==> src/core/timer2_regs.svh <==
// Register map, field positions, reset values and prescaler counts of the timer block.
// Assumes a 32-bit Wishbone slave with byte addresses; data sits in byte lane 0.
`ifndef TIMER2_REGS_SVH
`define TIMER2_REGS_SVH

`define OFS_WAVEFORM_CONTROL_A 8'h00
`define OFS_WAVEFORM_CONTROL_B 8'h04
`define OFS_COUNT_VALUE 8'h08
`define OFS_COMPARE_VALUE_A 8'h0c
`define OFS_COMPARE_VALUE_B 8'h10
`define OFS_FLAGS 8'h14

`define CTRL_A_RW_MASK 8'hf3
`define CTRL_B_RW_MASK 8'h0f
`define FLAGS_MASK 8'h07
`define BIT_FORCE_A 7
`define BIT_FORCE_B 6
`define BIT_MODE_HIGH 3
`define BIT_FLAG_OVF 0
`define BIT_FLAG_A 1
`define BIT_FLAG_B 2

`define RESET_BYTE 8'h00
`define COUNT_MAX 8'hff
`define COUNT_BOTTOM 8'h00

`define PRE_MASK_8 10'h007
`define PRE_MASK_32 10'h01f
`define PRE_MASK_64 10'h03f
`define PRE_MASK_128 10'h07f
`define PRE_MASK_256 10'h0ff
`define PRE_MASK_1024 10'h3ff

`endif

==> src/core/timer2_pkg.sv <==
// Types shared by the timer block.
// Assumes nothing beyond a SystemVerilog compiler.
package timer2_pkg;
  typedef enum logic [2:0] {
    MODE_NORMAL = 3'h0,
    MODE_PHASE_FF = 3'h1,
    MODE_CTC = 3'h2,
    MODE_FAST_FF = 3'h3,
    MODE_RSVD4 = 3'h4,
    MODE_PHASE_OCR = 3'h5,
    MODE_RSVD6 = 3'h6,
    MODE_FAST_OCR = 3'h7
  } wave_mode_t;
  typedef logic [1:0] out_action_t;
endpackage

==> src/core/timer2_core.sv <==
// Eight-bit timer with two compare channels behind a classic Wishbone slave.
// Assumes a single 250 MHz clock as the timer source and same-clock vector acknowledges.
//
// The placing of the registers and the Wishbone interface to the registers were chosen for this implementation.
`timescale 1ns/1ns
`default_nettype none
`include "timer2_regs.svh"

module timer2_core
  import timer2_pkg::*;
(
  // Clock and reset
  input wire logic CLK_SYS,
  input wire logic RESET_N,
  // Wishbone slave
  input wire logic WB_CYC_I,
  input wire logic WB_STB_I,
  input wire logic WB_WE_I,
  input wire logic [7:0] WB_ADR_I,
  input wire logic [3:0] WB_SEL_I,
  input wire logic [31:0] WB_DAT_I,
  output logic [31:0] WB_DAT_O,
  output logic WB_ACK_O,
  // Vector execution acknowledges
  input wire logic VECTOR_DONE_A,
  input wire logic VECTOR_DONE_B,
  input wire logic VECTOR_DONE_OVF,
  // Compare output pins
  output logic COMPARE_OUT_A,
  output logic COMPARE_OUT_A_EN,
  output logic COMPARE_OUT_B,
  output logic COMPARE_OUT_B_EN
);

  logic ack_r;
  logic [31:0] dat_r;
  logic [7:0] ctrl_a_r;
  logic [3:0] ctrl_b_r;
  logic [7:0] count_r;
  logic [7:0] cmp_a_r;
  logic [7:0] cmp_b_r;
  logic [7:0] cmp_a_act_r;
  logic [7:0] cmp_b_act_r;
  logic [2:0] flags_r;
  logic down_r;
  logic blk_r;
  logic [9:0] pre_r;
  logic out_a_r;
  logic out_b_r;
  logic oe_a_r;
  logic oe_b_r;

  logic req;
  logic wr;
  logic wr_ctrl_a;
  logic wr_ctrl_b;
  logic wr_count;
  logic wr_flags;
  wave_mode_t mode;
  out_action_t act_a;
  out_action_t act_b;
  logic [2:0] cs;
  logic pwm;
  logic fast;
  logic phase;
  logic tick;
  logic [9:0] pre_mask;
  logic [7:0] cmp_a_eff;
  logic [7:0] cmp_b_eff;
  logic [7:0] top;
  logic at_top;
  logic match_a_ev;
  logic match_b_ev;
  logic ovf_ev;
  logic force_a;
  logic force_b;
  logic [2:0] flag_set;
  logic [2:0] flag_clr;
  logic [7:0] count_nxt;
  logic down_nxt;
  logic out_a_nxt;
  logic out_b_nxt;
  logic [7:0] rd_byte;

  // Bus decode; a write lands on the edge that sees the acknowledge.
  assign req = WB_CYC_I & WB_STB_I;
  assign wr = req & WB_WE_I & ack_r & WB_SEL_I[0];
  assign wr_ctrl_a = wr & (WB_ADR_I == `OFS_WAVEFORM_CONTROL_A);
  assign wr_ctrl_b = wr & (WB_ADR_I == `OFS_WAVEFORM_CONTROL_B);
  assign wr_count = wr & (WB_ADR_I == `OFS_COUNT_VALUE);
  assign wr_flags = wr & (WB_ADR_I == `OFS_FLAGS);

  assign mode = wave_mode_t'({ctrl_b_r[`BIT_MODE_HIGH], ctrl_a_r[1:0]});
  assign act_a = ctrl_a_r[7:6];
  assign act_b = ctrl_a_r[5:4];
  assign cs = ctrl_b_r[2:0];
  assign fast = (mode == MODE_FAST_FF) | (mode == MODE_FAST_OCR);
  assign phase = (mode == MODE_PHASE_FF) | (mode == MODE_PHASE_OCR);
  assign pwm = fast | phase;

  // Prescaler; the divider restarts while stopped so every division starts aligned.
  always_comb begin
    case (cs)
      3'h2: pre_mask = `PRE_MASK_8;
      3'h3: pre_mask = `PRE_MASK_32;
      3'h4: pre_mask = `PRE_MASK_64;
      3'h5: pre_mask = `PRE_MASK_128;
      3'h6: pre_mask = `PRE_MASK_256;
      3'h7: pre_mask = `PRE_MASK_1024;
      default: pre_mask = 10'h000;
    endcase
  end
  assign tick = (cs != 3'h0) & ((pre_r & pre_mask) == pre_mask);

  always_ff @(posedge CLK_SYS) begin
    if (!RESET_N || cs == 3'h0) begin
      pre_r <= 10'h000;
    end else begin
      pre_r <= pre_r + 10'h001;
    end
  end

  // Compare values act at once outside PWM and wait for top inside it.
  assign cmp_a_eff = pwm ? cmp_a_act_r : cmp_a_r;
  assign cmp_b_eff = pwm ? cmp_b_act_r : cmp_b_r;
  assign top = (mode == MODE_CTC || mode == MODE_PHASE_OCR || mode == MODE_FAST_OCR) ?
               cmp_a_eff : `COUNT_MAX;
  assign at_top = tick & (count_r == top);
  assign match_a_ev = tick & ~blk_r & (count_r == cmp_a_eff);
  assign match_b_ev = tick & ~blk_r & (count_r == cmp_b_eff);
  assign force_a = wr_ctrl_b & WB_DAT_I[`BIT_FORCE_A] & ~pwm;
  assign force_b = wr_ctrl_b & WB_DAT_I[`BIT_FORCE_B] & ~pwm;

  always_comb begin
    if (phase) begin
      ovf_ev = tick & down_r & (count_r == `COUNT_BOTTOM);
    end else if (mode == MODE_FAST_OCR) begin
      ovf_ev = at_top;
    end else begin
      ovf_ev = tick & (count_r == `COUNT_MAX);
    end
  end

  // Count sequence; a software write beats a tick in the same cycle.
  always_comb begin
    count_nxt = count_r;
    down_nxt = down_r;
    if (wr_count) begin
      count_nxt = WB_DAT_I[7:0];
    end else if (tick) begin
      if (phase) begin
        if (!down_r && count_r == top) begin
          down_nxt = 1'b1;
          count_nxt = count_r - 8'h01;
        end else if (down_r && count_r == `COUNT_BOTTOM) begin
          down_nxt = 1'b0;
          count_nxt = count_r + 8'h01;
        end else begin
          count_nxt = down_r ? count_r - 8'h01 : count_r + 8'h01;
        end
      end else if (count_r == top) begin
        count_nxt = `COUNT_BOTTOM;
      end else begin
        count_nxt = count_r + 8'h01;
      end
    end
  end

  always_ff @(posedge CLK_SYS) begin
    if (!RESET_N) begin
      count_r <= `RESET_BYTE;
      down_r <= 1'b0;
    end else begin
      count_r <= count_nxt;
      down_r <= phase ? down_nxt : 1'b0;
    end
  end

  // A counter write hides the match of the next tick only.
  always_ff @(posedge CLK_SYS) begin
    if (!RESET_N) begin
      blk_r <= 1'b0;
    end else if (wr_count) begin
      blk_r <= 1'b1;
    end else if (tick) begin
      blk_r <= 1'b0;
    end
  end

  // Output action for one channel in the current mode.
  function automatic logic out_next(input logic cur, input out_action_t act, input logic is_a,
                                    input wave_mode_t m, input logic match, input logic top_ev,
                                    input logic down, input logic cmp_top, input logic frc);
    logic r;
    r = cur;
    case (m)
      MODE_FAST_FF, MODE_FAST_OCR: begin
        if (act == 2'b01) begin
          if (is_a && m == MODE_FAST_OCR && match) r = ~cur;
        end else if (act[1]) begin
          if (match && !cmp_top) r = act[0];
          if (top_ev) r = ~act[0];
        end
      end
      MODE_PHASE_FF, MODE_PHASE_OCR: begin
        if (act == 2'b01) begin
          if (is_a && m == MODE_PHASE_OCR && match) r = ~cur;
        end else if (act[1]) begin
          if (match && !cmp_top) r = down ? ~act[0] : act[0];
          if (top_ev && cmp_top) r = ~act[0];
        end
      end
      default: begin
        if (match || frc) begin
          case (act)
            2'b01: r = ~cur;
            2'b10: r = 1'b0;
            2'b11: r = 1'b1;
            default: r = cur;
          endcase
        end
      end
    endcase
    return r;
  endfunction

  assign out_a_nxt = out_next(out_a_r, act_a, 1'b1, mode, match_a_ev, at_top, down_r,
                              cmp_a_eff == top, force_a);
  assign out_b_nxt = out_next(out_b_r, act_b, 1'b0, mode, match_b_ev, at_top, down_r,
                              cmp_b_eff == top, force_b);

  always_ff @(posedge CLK_SYS) begin
    if (!RESET_N) begin
      out_a_r <= 1'b0;
      out_b_r <= 1'b0;
      oe_a_r <= 1'b0;
      oe_b_r <= 1'b0;
    end else begin
      out_a_r <= out_a_nxt;
      out_b_r <= out_b_nxt;
      oe_a_r <= |act_a;
      oe_b_r <= |act_b;
    end
  end

  // Software registers.
  always_ff @(posedge CLK_SYS) begin
    if (!RESET_N) begin
      ctrl_a_r <= `RESET_BYTE;
      ctrl_b_r <= 4'h0;
      cmp_a_r <= `RESET_BYTE;
      cmp_b_r <= `RESET_BYTE;
    end else begin
      if (wr_ctrl_a) ctrl_a_r <= WB_DAT_I[7:0] & `CTRL_A_RW_MASK;
      if (wr_ctrl_b) ctrl_b_r <= WB_DAT_I[3:0];
      if (wr & (WB_ADR_I == `OFS_COMPARE_VALUE_A)) cmp_a_r <= WB_DAT_I[7:0];
      if (wr & (WB_ADR_I == `OFS_COMPARE_VALUE_B)) cmp_b_r <= WB_DAT_I[7:0];
    end
  end

  // Buffered compare values reload at top in the PWM modes.
  always_ff @(posedge CLK_SYS) begin
    if (!RESET_N) begin
      cmp_a_act_r <= `RESET_BYTE;
      cmp_b_act_r <= `RESET_BYTE;
    end else if (!pwm || at_top) begin
      cmp_a_act_r <= cmp_a_r;
      cmp_b_act_r <= cmp_b_r;
    end
  end

  // Flags: a setting event wins over a clear in the same cycle.
  assign flag_set = {match_b_ev, match_a_ev, ovf_ev};
  assign flag_clr = {VECTOR_DONE_B, VECTOR_DONE_A, VECTOR_DONE_OVF} |
                    (wr_flags ? WB_DAT_I[2:0] : 3'h0);
  always_ff @(posedge CLK_SYS) begin
    if (!RESET_N) begin
      flags_r <= 3'h0;
    end else begin
      flags_r <= flag_set | (flags_r & ~flag_clr);
    end
  end

  // Read path; unmapped addresses read zero and are acknowledged.
  always_comb begin
    case (WB_ADR_I)
      `OFS_WAVEFORM_CONTROL_A: rd_byte = ctrl_a_r & `CTRL_A_RW_MASK;
      `OFS_WAVEFORM_CONTROL_B: rd_byte = {4'h0, ctrl_b_r};
      `OFS_COUNT_VALUE: rd_byte = count_r;
      `OFS_COMPARE_VALUE_A: rd_byte = cmp_a_r;
      `OFS_COMPARE_VALUE_B: rd_byte = cmp_b_r;
      `OFS_FLAGS: rd_byte = {5'h00, flags_r};
      default: rd_byte = 8'h00;
    endcase
  end

  always_ff @(posedge CLK_SYS) begin
    if (!RESET_N) begin
      ack_r <= 1'b0;
      dat_r <= 32'h0000_0000;
    end else begin
      ack_r <= req & ~ack_r;
      if (req & ~ack_r) dat_r <= {24'h00_0000, rd_byte};
    end
  end

  assign WB_ACK_O = ack_r;
  assign WB_DAT_O = dat_r;
  assign COMPARE_OUT_A = out_a_r;
  assign COMPARE_OUT_B = out_b_r;
  assign COMPARE_OUT_A_EN = oe_a_r;
  assign COMPARE_OUT_B_EN = oe_b_r;

  property p_enable_follows_action;
    @(posedge CLK_SYS) disable iff (!RESET_N) ##1 (COMPARE_OUT_B_EN == |$past(act_b));
  endproperty
  a_enable_follows_action: assert property (p_enable_follows_action)
    else $error("compare output B enable does not follow action field");

  property p_nonpwm_set;
    @(posedge CLK_SYS) disable iff (!RESET_N)
      (!pwm && match_b_ev && act_b == 2'b11) |=> COMPARE_OUT_B;
  endproperty
  a_nonpwm_set: assert property (p_nonpwm_set)
    else $error("set on match did not raise output B");

  property p_fast_top;
    @(posedge CLK_SYS) disable iff (!RESET_N)
      (fast && at_top && act_b == 2'b10) |=> COMPARE_OUT_B;
  endproperty
  a_fast_top: assert property (p_fast_top)
    else $error("fast mode did not set output B at top");

  property p_phase_down;
    @(posedge CLK_SYS) disable iff (!RESET_N)
      (phase && match_b_ev && down_r && act_b == 2'b10 && cmp_b_eff != top) |=> COMPARE_OUT_B;
  endproperty
  a_phase_down: assert property (p_phase_down)
    else $error("down-count match did not set output B");

  property p_ctrl_reserved;
    @(posedge CLK_SYS) disable iff (!RESET_N)
      (req && !WB_WE_I && !ack_r && WB_ADR_I == `OFS_WAVEFORM_CONTROL_B) |=>
        (WB_ACK_O && WB_DAT_O[7:4] == 4'h0);
  endproperty
  a_ctrl_reserved: assert property (p_ctrl_reserved)
    else $error("control B read returned nonzero reserved or force bits");

  property p_overflow_max;
    @(posedge CLK_SYS) disable iff (!RESET_N)
      (mode == MODE_NORMAL && tick && count_r == 8'hff) |=> flags_r[`BIT_FLAG_OVF];
  endproperty
  a_overflow_max: assert property (p_overflow_max)
    else $error("overflow flag missing at max");

  property p_force_no_flag;
    @(posedge CLK_SYS) disable iff (!RESET_N) $rose(flags_r[`BIT_FLAG_A]) |-> $past(match_a_ev);
  endproperty
  a_force_no_flag: assert property (p_force_no_flag)
    else $error("flag A rose without a compare match");

  property p_stopped;
    @(posedge CLK_SYS) disable iff (!RESET_N) (cs == 3'h0 && !wr_count) |=> $stable(count_r);
  endproperty
  a_stopped: assert property (p_stopped)
    else $error("counter moved while stopped");

  property p_write_blocks;
    @(posedge CLK_SYS) disable iff (!RESET_N)
      (wr_count && cs == 3'h1) |=> (!match_a_ev && !match_b_ev);
  endproperty
  a_write_blocks: assert property (p_write_blocks)
    else $error("match not blocked after counter write");

  property p_ctc_restart;
    @(posedge CLK_SYS) disable iff (!RESET_N)
      (mode == MODE_CTC && tick && count_r == cmp_a_r && !wr_count) |=> count_r == 8'h00;
  endproperty
  a_ctc_restart: assert property (p_ctc_restart)
    else $error("clear-on-match did not restart the count");

endmodule
`default_nettype wire

==> config.mk <==
export PLATFORM = sky130hd
export DESIGN_NAME = timer2_core
export DESIGN_NICKNAME = d
export VERILOG_FILES = /design/src/core/timer2_pkg.sv /design/src/core/timer2_core.sv
export VERILOG_INCLUDE_DIRS = /design/src /design/src/core
export SDC_FILE = /design/constraint.sdc
export NUM_CORES = 1
export LEC_CHECK = 0
export ABC_CLOCK_PERIOD_IN_PS = 8310
export BUFFER_PORTS_ARGS = -buffer_cell sky130_fd_sc_hd__buf_2
export CORE_ASPECT_RATIO = 0.7
export CORE_UTILIZATION = 45
export DETAILED_ROUTE_END_ITERATION = 16
export MAX_ROUTING_LAYER = met4
export PLACE_DENSITY = 0.64
export SETUP_SLACK_MARGIN = 0.15
export SLEW_MARGIN = 20
export SYNTH_ARGS = -nofsm -noshare
export SYNTH_HDL_FRONTEND = slang
export SYNTH_SLANG_ARGS = --single-unit
==> constraint.sdc <==
create_clock -name CLK_SYS -period 8.31 [get_ports CLK_SYS]
set_input_delay 0 -clock CLK_SYS [delete_from_list [all_inputs] [get_ports CLK_SYS]]
set_output_delay 0 -clock CLK_SYS [all_outputs]
set_load 0.005 [all_outputs]
==> implementation parameters, run 1 <==
Parameter                              Value

Run status
  Result of the run    complete, no violations

Logic synthesis
  Post-Syn Instances    608
  Mux contribution to synthesized area    14.1%
  Ys flop type    sky130_fd_sc_hd__dfxtp_1
  Count of distinct cell types in the synthesized netlist    67
  Share of flip-flops with an asynchronous set or reset after synthesis    0%
  Synthesized-area fraction occupied by ao, oa, aoi and oai cells    15.3%
  Fraction of the yosys area taken by sequential cells    31.7%
  Syn. warnings    0
  Synth Area per Inst    8.11 um2
  Flops & latches, synth    78
  Dominant combinational cell family by area after synthesis    simple AND/OR/NAND/NOR gates
  Area share of xor/xnor cells in the synthesized design    7.46%
  Count of flip-flops with a built-in enable after synthesis    0
  Syn Std Cell Area    0.00493 mm2
  Simple-Gate Fraction of Synth Area    21.9%
  Fraction of the mapped netlist area in adder cells    0.761%

STA
  Final setup fails    0
  Worst clock skew    8.65 ps
  Hold Worst Slack    27.3 ps
  Final number of hold-violating endpoints    0
  Fmax    267 MHz
  Final period utilization    45.0%
  Worst-case headroom to the max-slew limit    33.0%
  Pin slew with the least headroom to its limit    1010 ps
  Post-layout worst setup margin    4570 ps
  Final TNS setup    0 ps
  Shortest clock period the worst path allows after layout    3740 ps
  Unrepaired setup endpoints after global routing    no
  Final max-slew violation count    0

Power
  Switching share of power    24.9%
  Clk pwr share    48.8%
  Leak pwr    2.00 nW
  Power density of the placed cells    146 mW/mm2
  Internal    0.000592 W
  Max rail drop VDD    0.117 mV
  Net Switching    0.000196 W
  Combinational cell fraction of total power    3.8%
  Seq pwr share    47.4%

Placed design
  DP HPWL    10900 um
  Weighted congestion reported at the end of routability-driven placement    0.877
  IO Port Bufs    37
  Pre-CTS WS    4630 ps

Floorplanning
  Core area    0.0105 mm2
  Height of the chip    89.6 um
  Row count    31
  Initial standard-cell utilization of the core    46.9%
  Die width    127 um
  Number of ports placed on the die boundary    89
  Total die area    0.0114 mm2

Drt
  Post-route ant nets    0
  Iteration count of the initial detailed-routing pass    5
  Ratio of routed vias to standard cells    5.85
  Count of vias placed by the detailed router    4557
  Number of violations reported at the end of detailed-routing iteration 0    465
  Wirelength per Cell    19.1 um
  Post-Route WL    14900 um
  Drc violations    0

GRT
  Vias in the first global route    4084
  Initial antenna violation count    0
  Wire length of the first global-routing pass    23200 um
  Total overflow reported by the global router    0
  All-layer global routing usage    28.1%
  Pin count of the biggest net entering global routing    64

Finish
  Number of nets in the finished design    681
  Ratio of cells with drive above 1 in the final layout    10.6%
  Number of inserted diodes    0
  Total area of multi-input combinational cells    0.00303 mm2
  Fill cell total of the finished layout    1015
  Area delta synth->final    9.85%
  Sequential standard cell area    0.00156 mm2

Clock tree
  Cells resized by post-CTS repair    0
  Clock buffer count from CTS    9
  H-tree depth    3
  Insertion delay of the later-clocked pin in the worst-skew pair    340 ps
  Clock slew seen by the registers of the worst setup and hold paths    60 ps
  Clock tree root driver cell    sky130_fd_sc_hd__clkbuf_16
  Total clock sinks    78
  CTS tree    built
  Clock Tree Buf Depth    2

Setup path
  Worst Setup Path Type    register to register
  Critical Path Source Type    register
  Data required time at the worst endpoint    8530 ps
  Kind of end point of the critical path    register
  CP Data Arrival Time    3960 ps
  Largest fanout on the critical path    19

Run
  Count of max-cap constraint violations    0

Worst hold path
  Class of the most critical hold timing path    input pin to register
kinds of logic (layout without fill, tap and decap cells):
group | Yosys count | in the layout
xor gates and xnor gates | 42 | 42
and+or+nand+nor | 223 | 223
muxes | 67 | 67
buffers and inverters | 83 | 83
other | 1 | 24
adders and majority gates | 3 | 3
DFF | 78 | 78
AOI/OAI and AO/OA | 111 | 111
per-layer routing:
layer  track usage, %  wire, um  part of all wire (%)  vias to the layer above
met5                -         0                     0                        -
met4             8.23       274                   1.8                        0
met3             5.86      1150                   7.7                       19
met2             41.6      6210                    42                      193
met1             38.7      7270                    49                     2203
li1                 -         -                     -                     2142
metrics by stage:
| step | cells | utilization, % | instance area, um2 | power, W |
|---|---|---|---|---|
| after floorplan | 631 | - | 5020 | 0.000404 |
| after CTS | 779 | 51.5 | 5410 | 0.000794 |
| after detailed placement | 756 | 48.1 | 5060 | 0.000409 |
| after global routing | 779 | 51.5 | 5420 | 0.000814 |
| final | 779 | 51.5 | 5420 | 0.000789 |
| after global placement | 756 | 48.1 | 5060 | 0.000409 |
final cells by class:
| type | instances | area share [%] |
|---|---|---|
| Clock buffer | 9 | 4.16 |
| Clock inverter | 7 | 1.11 |
| Sequential cell | 78 | 28.8 |
| Tap cell | 148 | 3.42 |
| Multi-Input combinational cell | 470 | 55.9 |
| Inverter | 20 | 1.41 |
| Timing Repair Buffer | 47 | 5.13 |
sequential cells by signal, summed over array words and instances, names as in the netlist, 4 cells and up:
| register | flops |
|---|---|
| WB_DAT_O | 8 |
| cmp_a_r | 8 |
| cmp_b_r | 8 |
| ctrl_b_r | 4 |
| pre_r | 10 |
| count_r | 8 |
| cmp_a_act_r | 8 |
| ctrl_a_r | 6 |
| cmp_b_act_r | 8 |
path summary, 6_finish.rpt:
check                                  from             to  slack [ps]  cells past startpoint
worst max-delay path            ctrl_a_r[0]  COMPARE_OUT_B        4570                      9
worst min register to register     pre_r[0]       pre_r[0]         450                      1
worst max register to register  ctrl_a_r[0]  COMPARE_OUT_B        4570                      9
worst min-delay path            WB_DAT_I[3]     cmp_b_r[3]          30                      3
timing repair:
item                                   in CTS  in global routing
endpoints found under the hold margin       8                  0
setup buffers                               0                  0
hold buffers                                7                  0
placed cells by master (no fill, tap or decap), types with 4 or more instances in the layout:
cell / synthesis / final
sky130_fd_sc_hd__nor2_1: 102 / 102
sky130_fd_sc_hd__dfxtp_1: 78 / 78
sky130_fd_sc_hd__mux2i_1: 64 / 64
sky130_fd_sc_hd__buf_2: 7 / 37
sky130_fd_sc_hd__a21oi_1: 36 / 35
sky130_fd_sc_hd__xnor2_1: 31 / 31
sky130_fd_sc_hd__nand2_1: 29 / 29
sky130_fd_sc_hd__conb_1: 1 / 24
sky130_fd_sc_hd__nand3_1: 20 / 20
sky130_fd_sc_hd__inv_1: 18 / 18
sky130_fd_sc_hd__o21ai_0: 16 / 16
sky130_fd_sc_hd__nor3_1: 12 / 12
sky130_fd_sc_hd__xor2_1: 11 / 11
sky130_fd_sc_hd__clkbuf_16: 0 / 9
sky130_fd_sc_hd__nand4_1: 8 / 8
sky130_fd_sc_hd__nor4_1: 8 / 8
sky130_fd_sc_hd__a221oi_1: 7 / 7
sky130_fd_sc_hd__dlygate4sd3_1: 0 / 7
sky130_fd_sc_hd__or3_1: 6 / 6
sky130_fd_sc_hd__o221ai_1: 6 / 6
sky130_fd_sc_hd__or4_1: 5 / 5
sky130_fd_sc_hd__and3_1: 5 / 5
sky130_fd_sc_hd__and2_1: 5 / 5
sky130_fd_sc_hd__nand2b_1: 5 / 5
sky130_fd_sc_hd__o22ai_1: 5 / 5
sky130_fd_sc_hd__inv_6: 0 / 5
sky130_fd_sc_hd__a22oi_1: 4 / 4
sky130_fd_sc_hd__o211ai_1: 4 / 4
sky130_fd_sc_hd__o21a_1: 4 / 4
cell usage after synthesis (all sizes together), types with 3 or more instances:
| cell | number | share of area [%] |
|---|---|---|
| nand2 | 29 | 2.2 |
| xor2 | 11 | 2.0 |
| o221ai | 6 | 1.1 |
| nand4 | 8 | 1.0 |
| mux2i | 64 | 13 |
| a22oi | 4 | 0.61 |
| nand3b | 3 | 0.46 |
| a21oi | 36 | 3.7 |
| a211oi | 4 | 0.71 |
| o22ai | 5 | 0.63 |
| or2 | 3 | 0.38 |
| ha | 3 | 0.76 |
| nand3 | 20 | 2.0 |
| nor3 | 12 | 1.2 |
| buf | 36 | 5.1 |
| dfxtp | 78 | 32 |
| and3 | 5 | 0.63 |
| o21ai | 16 | 1.6 |
| nor4 | 10 | 1.7 |
| clkbuf | 27 | 2.1 |
| inv | 19 | 1.4 |
| nand2b | 5 | 0.63 |
| and2 | 5 | 0.63 |
| xnor2 | 31 | 5.5 |
| a221oi | 7 | 1.2 |
| or3 | 6 | 0.76 |
| o211ai | 4 | 0.61 |
| nor2 | 102 | 7.8 |
| o21a | 4 | 0.61 |
| a32oi | 3 | 0.53 |
| or4 | 5 | 0.76 |
critical path, cell delays in order, from the launching register on:
cell,delay (ps)
sky130_fd_sc_hd__dfxtp_1,850
sky130_fd_sc_hd__buf_4,400
sky130_fd_sc_hd__mux2i_1,580
sky130_fd_sc_hd__xor2_1,120
sky130_fd_sc_hd__or4_1,490
sky130_fd_sc_hd__a22oi_1,380
sky130_fd_sc_hd__a41oi_1,230
sky130_fd_sc_hd__xnor2_1,180
sky130_fd_sc_hd__a221oi_1,300
sky130_fd_sc_hd__a21oi_1,100
power groups by stage:
stage | clock [W] | sequential, W | combinational, W
finish | 0.000385 | 0.000374 | 0.0000299
floorplan | 0 | 0.000383 | 0.0000216
global route | 0.000407 | 0.000374 | 0.0000326
detailed placement | 0 | 0.000383 | 0.0000266
CTS | 0.000391 | 0.000374 | 0.0000292
global placement | 0 | 0.000383 | 0.0000263
Power figures use the tool's default switching activity.
==> run 2, diff against run 1 <==
--- a/config.mk
+++ b/config.mk
@@ -6,13 +6,13 @@
 export SDC_FILE = /design/constraint.sdc
 export NUM_CORES = 1
 export LEC_CHECK = 0
-export ABC_CLOCK_PERIOD_IN_PS = 8310
+export ABC_CLOCK_PERIOD_IN_PS = 3200
 export BUFFER_PORTS_ARGS = -buffer_cell sky130_fd_sc_hd__buf_2
 export CORE_ASPECT_RATIO = 0.7
 export CORE_UTILIZATION = 45
 export DETAILED_ROUTE_END_ITERATION = 16
 export MAX_ROUTING_LAYER = met4
-export PLACE_DENSITY = 0.64
+export PLACE_DENSITY = 0.66
 export SETUP_SLACK_MARGIN = 0.15
 export SLEW_MARGIN = 20
 export SYNTH_ARGS = -nofsm -noshare
==> constraint.sdc (replaced) <==
create_clock -name CLK_SYS -period 3.2 [get_ports CLK_SYS]
set_input_delay 0 -clock CLK_SYS [delete_from_list [all_inputs] [get_ports CLK_SYS]]
set_output_delay 0 -clock CLK_SYS [all_outputs]
set_load 0.005 [all_outputs]
==> run 2 against run 1 <==
Against the previous run:
- cell count grew 3.7%
- critical path depth increased by 1
- wire length rose by 0.96%
- sequential share of layout area down 1.3 points
- non-clock buffer count grew 29
- core utilization grew 2.4 points
- via count up 2.0%
- combinational power grew to 2.6 times the previous value
==> implementation parameters, run 2 (same netlist as run 1, synthesis figures left out) <==
Parameter                              Value

Run status
  Result of the run    complete, no violations

Setup path
  CP Data Arrival Time    3150 ps
  Critical Path Source Type    register
  Worst Setup Path Type    register to register
  Kind of end point of the critical path    register
  Data required time at the worst endpoint    3420 ps
  Largest fanout on the critical path    13

Drt
  Post-route ant nets    0
  Drc violations    0
  Wirelength per Cell    18.6 um
  Number of violations reported at the end of detailed-routing iteration 0    483
  Post-Route WL    15100 um
  Ratio of routed vias to standard cells    5.75
  Count of vias placed by the detailed router    4650
  Iteration count of the initial detailed-routing pass    6

STA
  Pin slew with the least headroom to its limit    886 ps
  Unrepaired setup endpoints after global routing    yes
  Fmax    342 MHz
  Hold Worst Slack    22.6 ps
  Worst-case headroom to the max-slew limit    40.9%
  Final max-slew violation count    0
  Post-layout worst setup margin    274 ps
  Final setup fails    0
  Final TNS setup    0 ps
  Final number of hold-violating endpoints    0
  Worst clock skew    10.4 ps
  Shortest clock period the worst path allows after layout    2930 ps
  Final period utilization    91.4%

Clock tree
  Total clock sinks    78
  Number of buffers inserted to repair setup after CTS    0
  Clock Tree Buf Depth    2
  CTS tree    built
  Insertion delay of the later-clocked pin in the worst-skew pair    340 ps
  H-tree depth    3
  Clock tree root driver cell    sky130_fd_sc_hd__clkbuf_16
  Clock slew seen by the registers of the worst setup and hold paths    70 ps
  Clock buffer count from CTS    9

Finish
  Ratio of cells with drive above 1 in the final layout    14.8%
  Fill cell total of the finished layout    980
  Highest-count cells in the layout ignoring fill and taps    sky130_fd_sc_hd__nor2_1 (102), sky130_fd_sc_hd__dfxtp_1 (77), sky130_fd_sc_hd__mux2i_1 (64)
  Post-route cell area    0.00567 mm2
  Final cell count without fillers    808
  Register with the most flip-flops    pre_r
  Max reg flops    10
  Most common cell after layout, fill and taps aside    sky130_fd_sc_hd__nor2_1
  Number of nets in the finished design    710
  Number of inserted diodes    0
  Area delta synth->final    15.0%

Power
  Power density of the placed cells    372 mW/mm2
  Leak pwr    2.14 nW
  Max rail drop VDD    0.295 mV

Floorplanning
  Total die area    0.0114 mm2
  Core area    0.0105 mm2
  Row count    31
  Die width    127 um
  Initial standard-cell utilization of the core    46.9%
  Height of the chip    89.6 um
  Number of ports placed on the die boundary    89

GRT
  Pin count of the biggest net entering global routing    64
  Wire length of the first global-routing pass    23500 um
  Vias in the first global route    4187
  Initial antenna violation count    0
  Total overflow reported by the global router    0
  All-layer global routing usage    28.5%

Placed design
  DP HPWL    11100 um
  Number of placed instances, taps included    784
  Weighted congestion reported at the end of routability-driven placement    0.932
  Pre-CTS WS    167 ps
  Placement Cell Area    0.00527 mm2
  IO Port Bufs    37

Run
  Count of max-cap constraint violations    0

Worst hold path
  Class of the most critical hold timing path    input pin to register
==> run 2: cell types whose count changed in the layout (fill, tap and decap cells not counted), sizes merged <==
cell	change
buf	+28
clkinvlp	+3
dlygate4sd3	+1
clkinv	-1
inv	-3
bufinv	+1
==> run 2: cell type report <==
| class | instances | area, um2 | area share (%) |
|---|---|---|---|
| inverter | 20 | 76.3 | 1.35 |
| sequential | 78 | 1560 | 27.6 |
| multi-input combinational | 470 | 3040 | 53.6 |
| clock buffer | 9 | 225 | 3.97 |
| tap | 148 | 185 | 3.27 |
| clock inverter | 7 | 81.3 | 1.43 |
| timing repair buffer | 76 | 502 | 8.85 |
==> run 2: worst paths after layout <==
kind	from	endpoint	slack (ps)	depth (start not counted)
worst min-delay path	WB_DAT_I[3]	cmp_b_r[3]	20	3
worst min register to register	pre_r[0]	pre_r[0]	450	1
worst max register to register	ctrl_a_r[0]	COMPARE_OUT_B	270	10
worst max-delay path	ctrl_a_r[0]	COMPARE_OUT_B	270	10
==> run 2: per-stage QoR <==
| stage | util, % | power [W] |
|---|---|---|
| 2_1_floorplan | - | 0.00105 |
| 3_3_place_gp | 50.1 | 0.00106 |
| 3_5_place_dp | 50.1 | 0.00106 |
| 4_1_cts | 53.8 | 0.00213 |
| 5_1_grt | 53.9 | 0.00218 |
| 6_report | 53.9 | 0.00211 |
==> run 2: metal layers <==
layer | vias to the layer above | global-route usage (%) | wire length [um]
met3 | 27 | 6.69 | 1370
met2 | 205 | 40.3 | 6210
met1 | 2214 | 39.4 | 7230
met5 | - | - | 0
met4 | 0 | 10.3 | 244
li1 | 2204 | - | -
==> run 2: report_power, final <==
group / switching (W) / internal [W] / total, W
Clock: 0.000446 / 0.000615 / 0.00106
Combinational: 0.0000531 / 0.0000249 / 0.0000780
Sequential: 0.000000499 / 0.000971 / 0.000971
==> run 2: timing repair <==
item / 4_1_cts / 5_1_grt
gates resized for setup: 0 / 4
endpoints found under the hold margin: 10 / 0
setup endpoints to repair: 0 / 21
hold buffers: 8 / 0
==> run 2: worst max-delay path: stages, from the launching register on <==
cell and delay (ps):
sky130_fd_sc_hd__dfxtp_2 460, sky130_fd_sc_hd__buf_4 260, sky130_fd_sc_hd__buf_4 170, sky130_fd_sc_hd__mux2i_1 470, sky130_fd_sc_hd__xor2_1 130, sky130_fd_sc_hd__nor4_1 330
sky130_fd_sc_hd__o22a_1 250, sky130_fd_sc_hd__a41oi_1 170, sky130_fd_sc_hd__xnor2_1 170, sky130_fd_sc_hd__a221oi_1 280, sky130_fd_sc_hd__a21oi_1 100
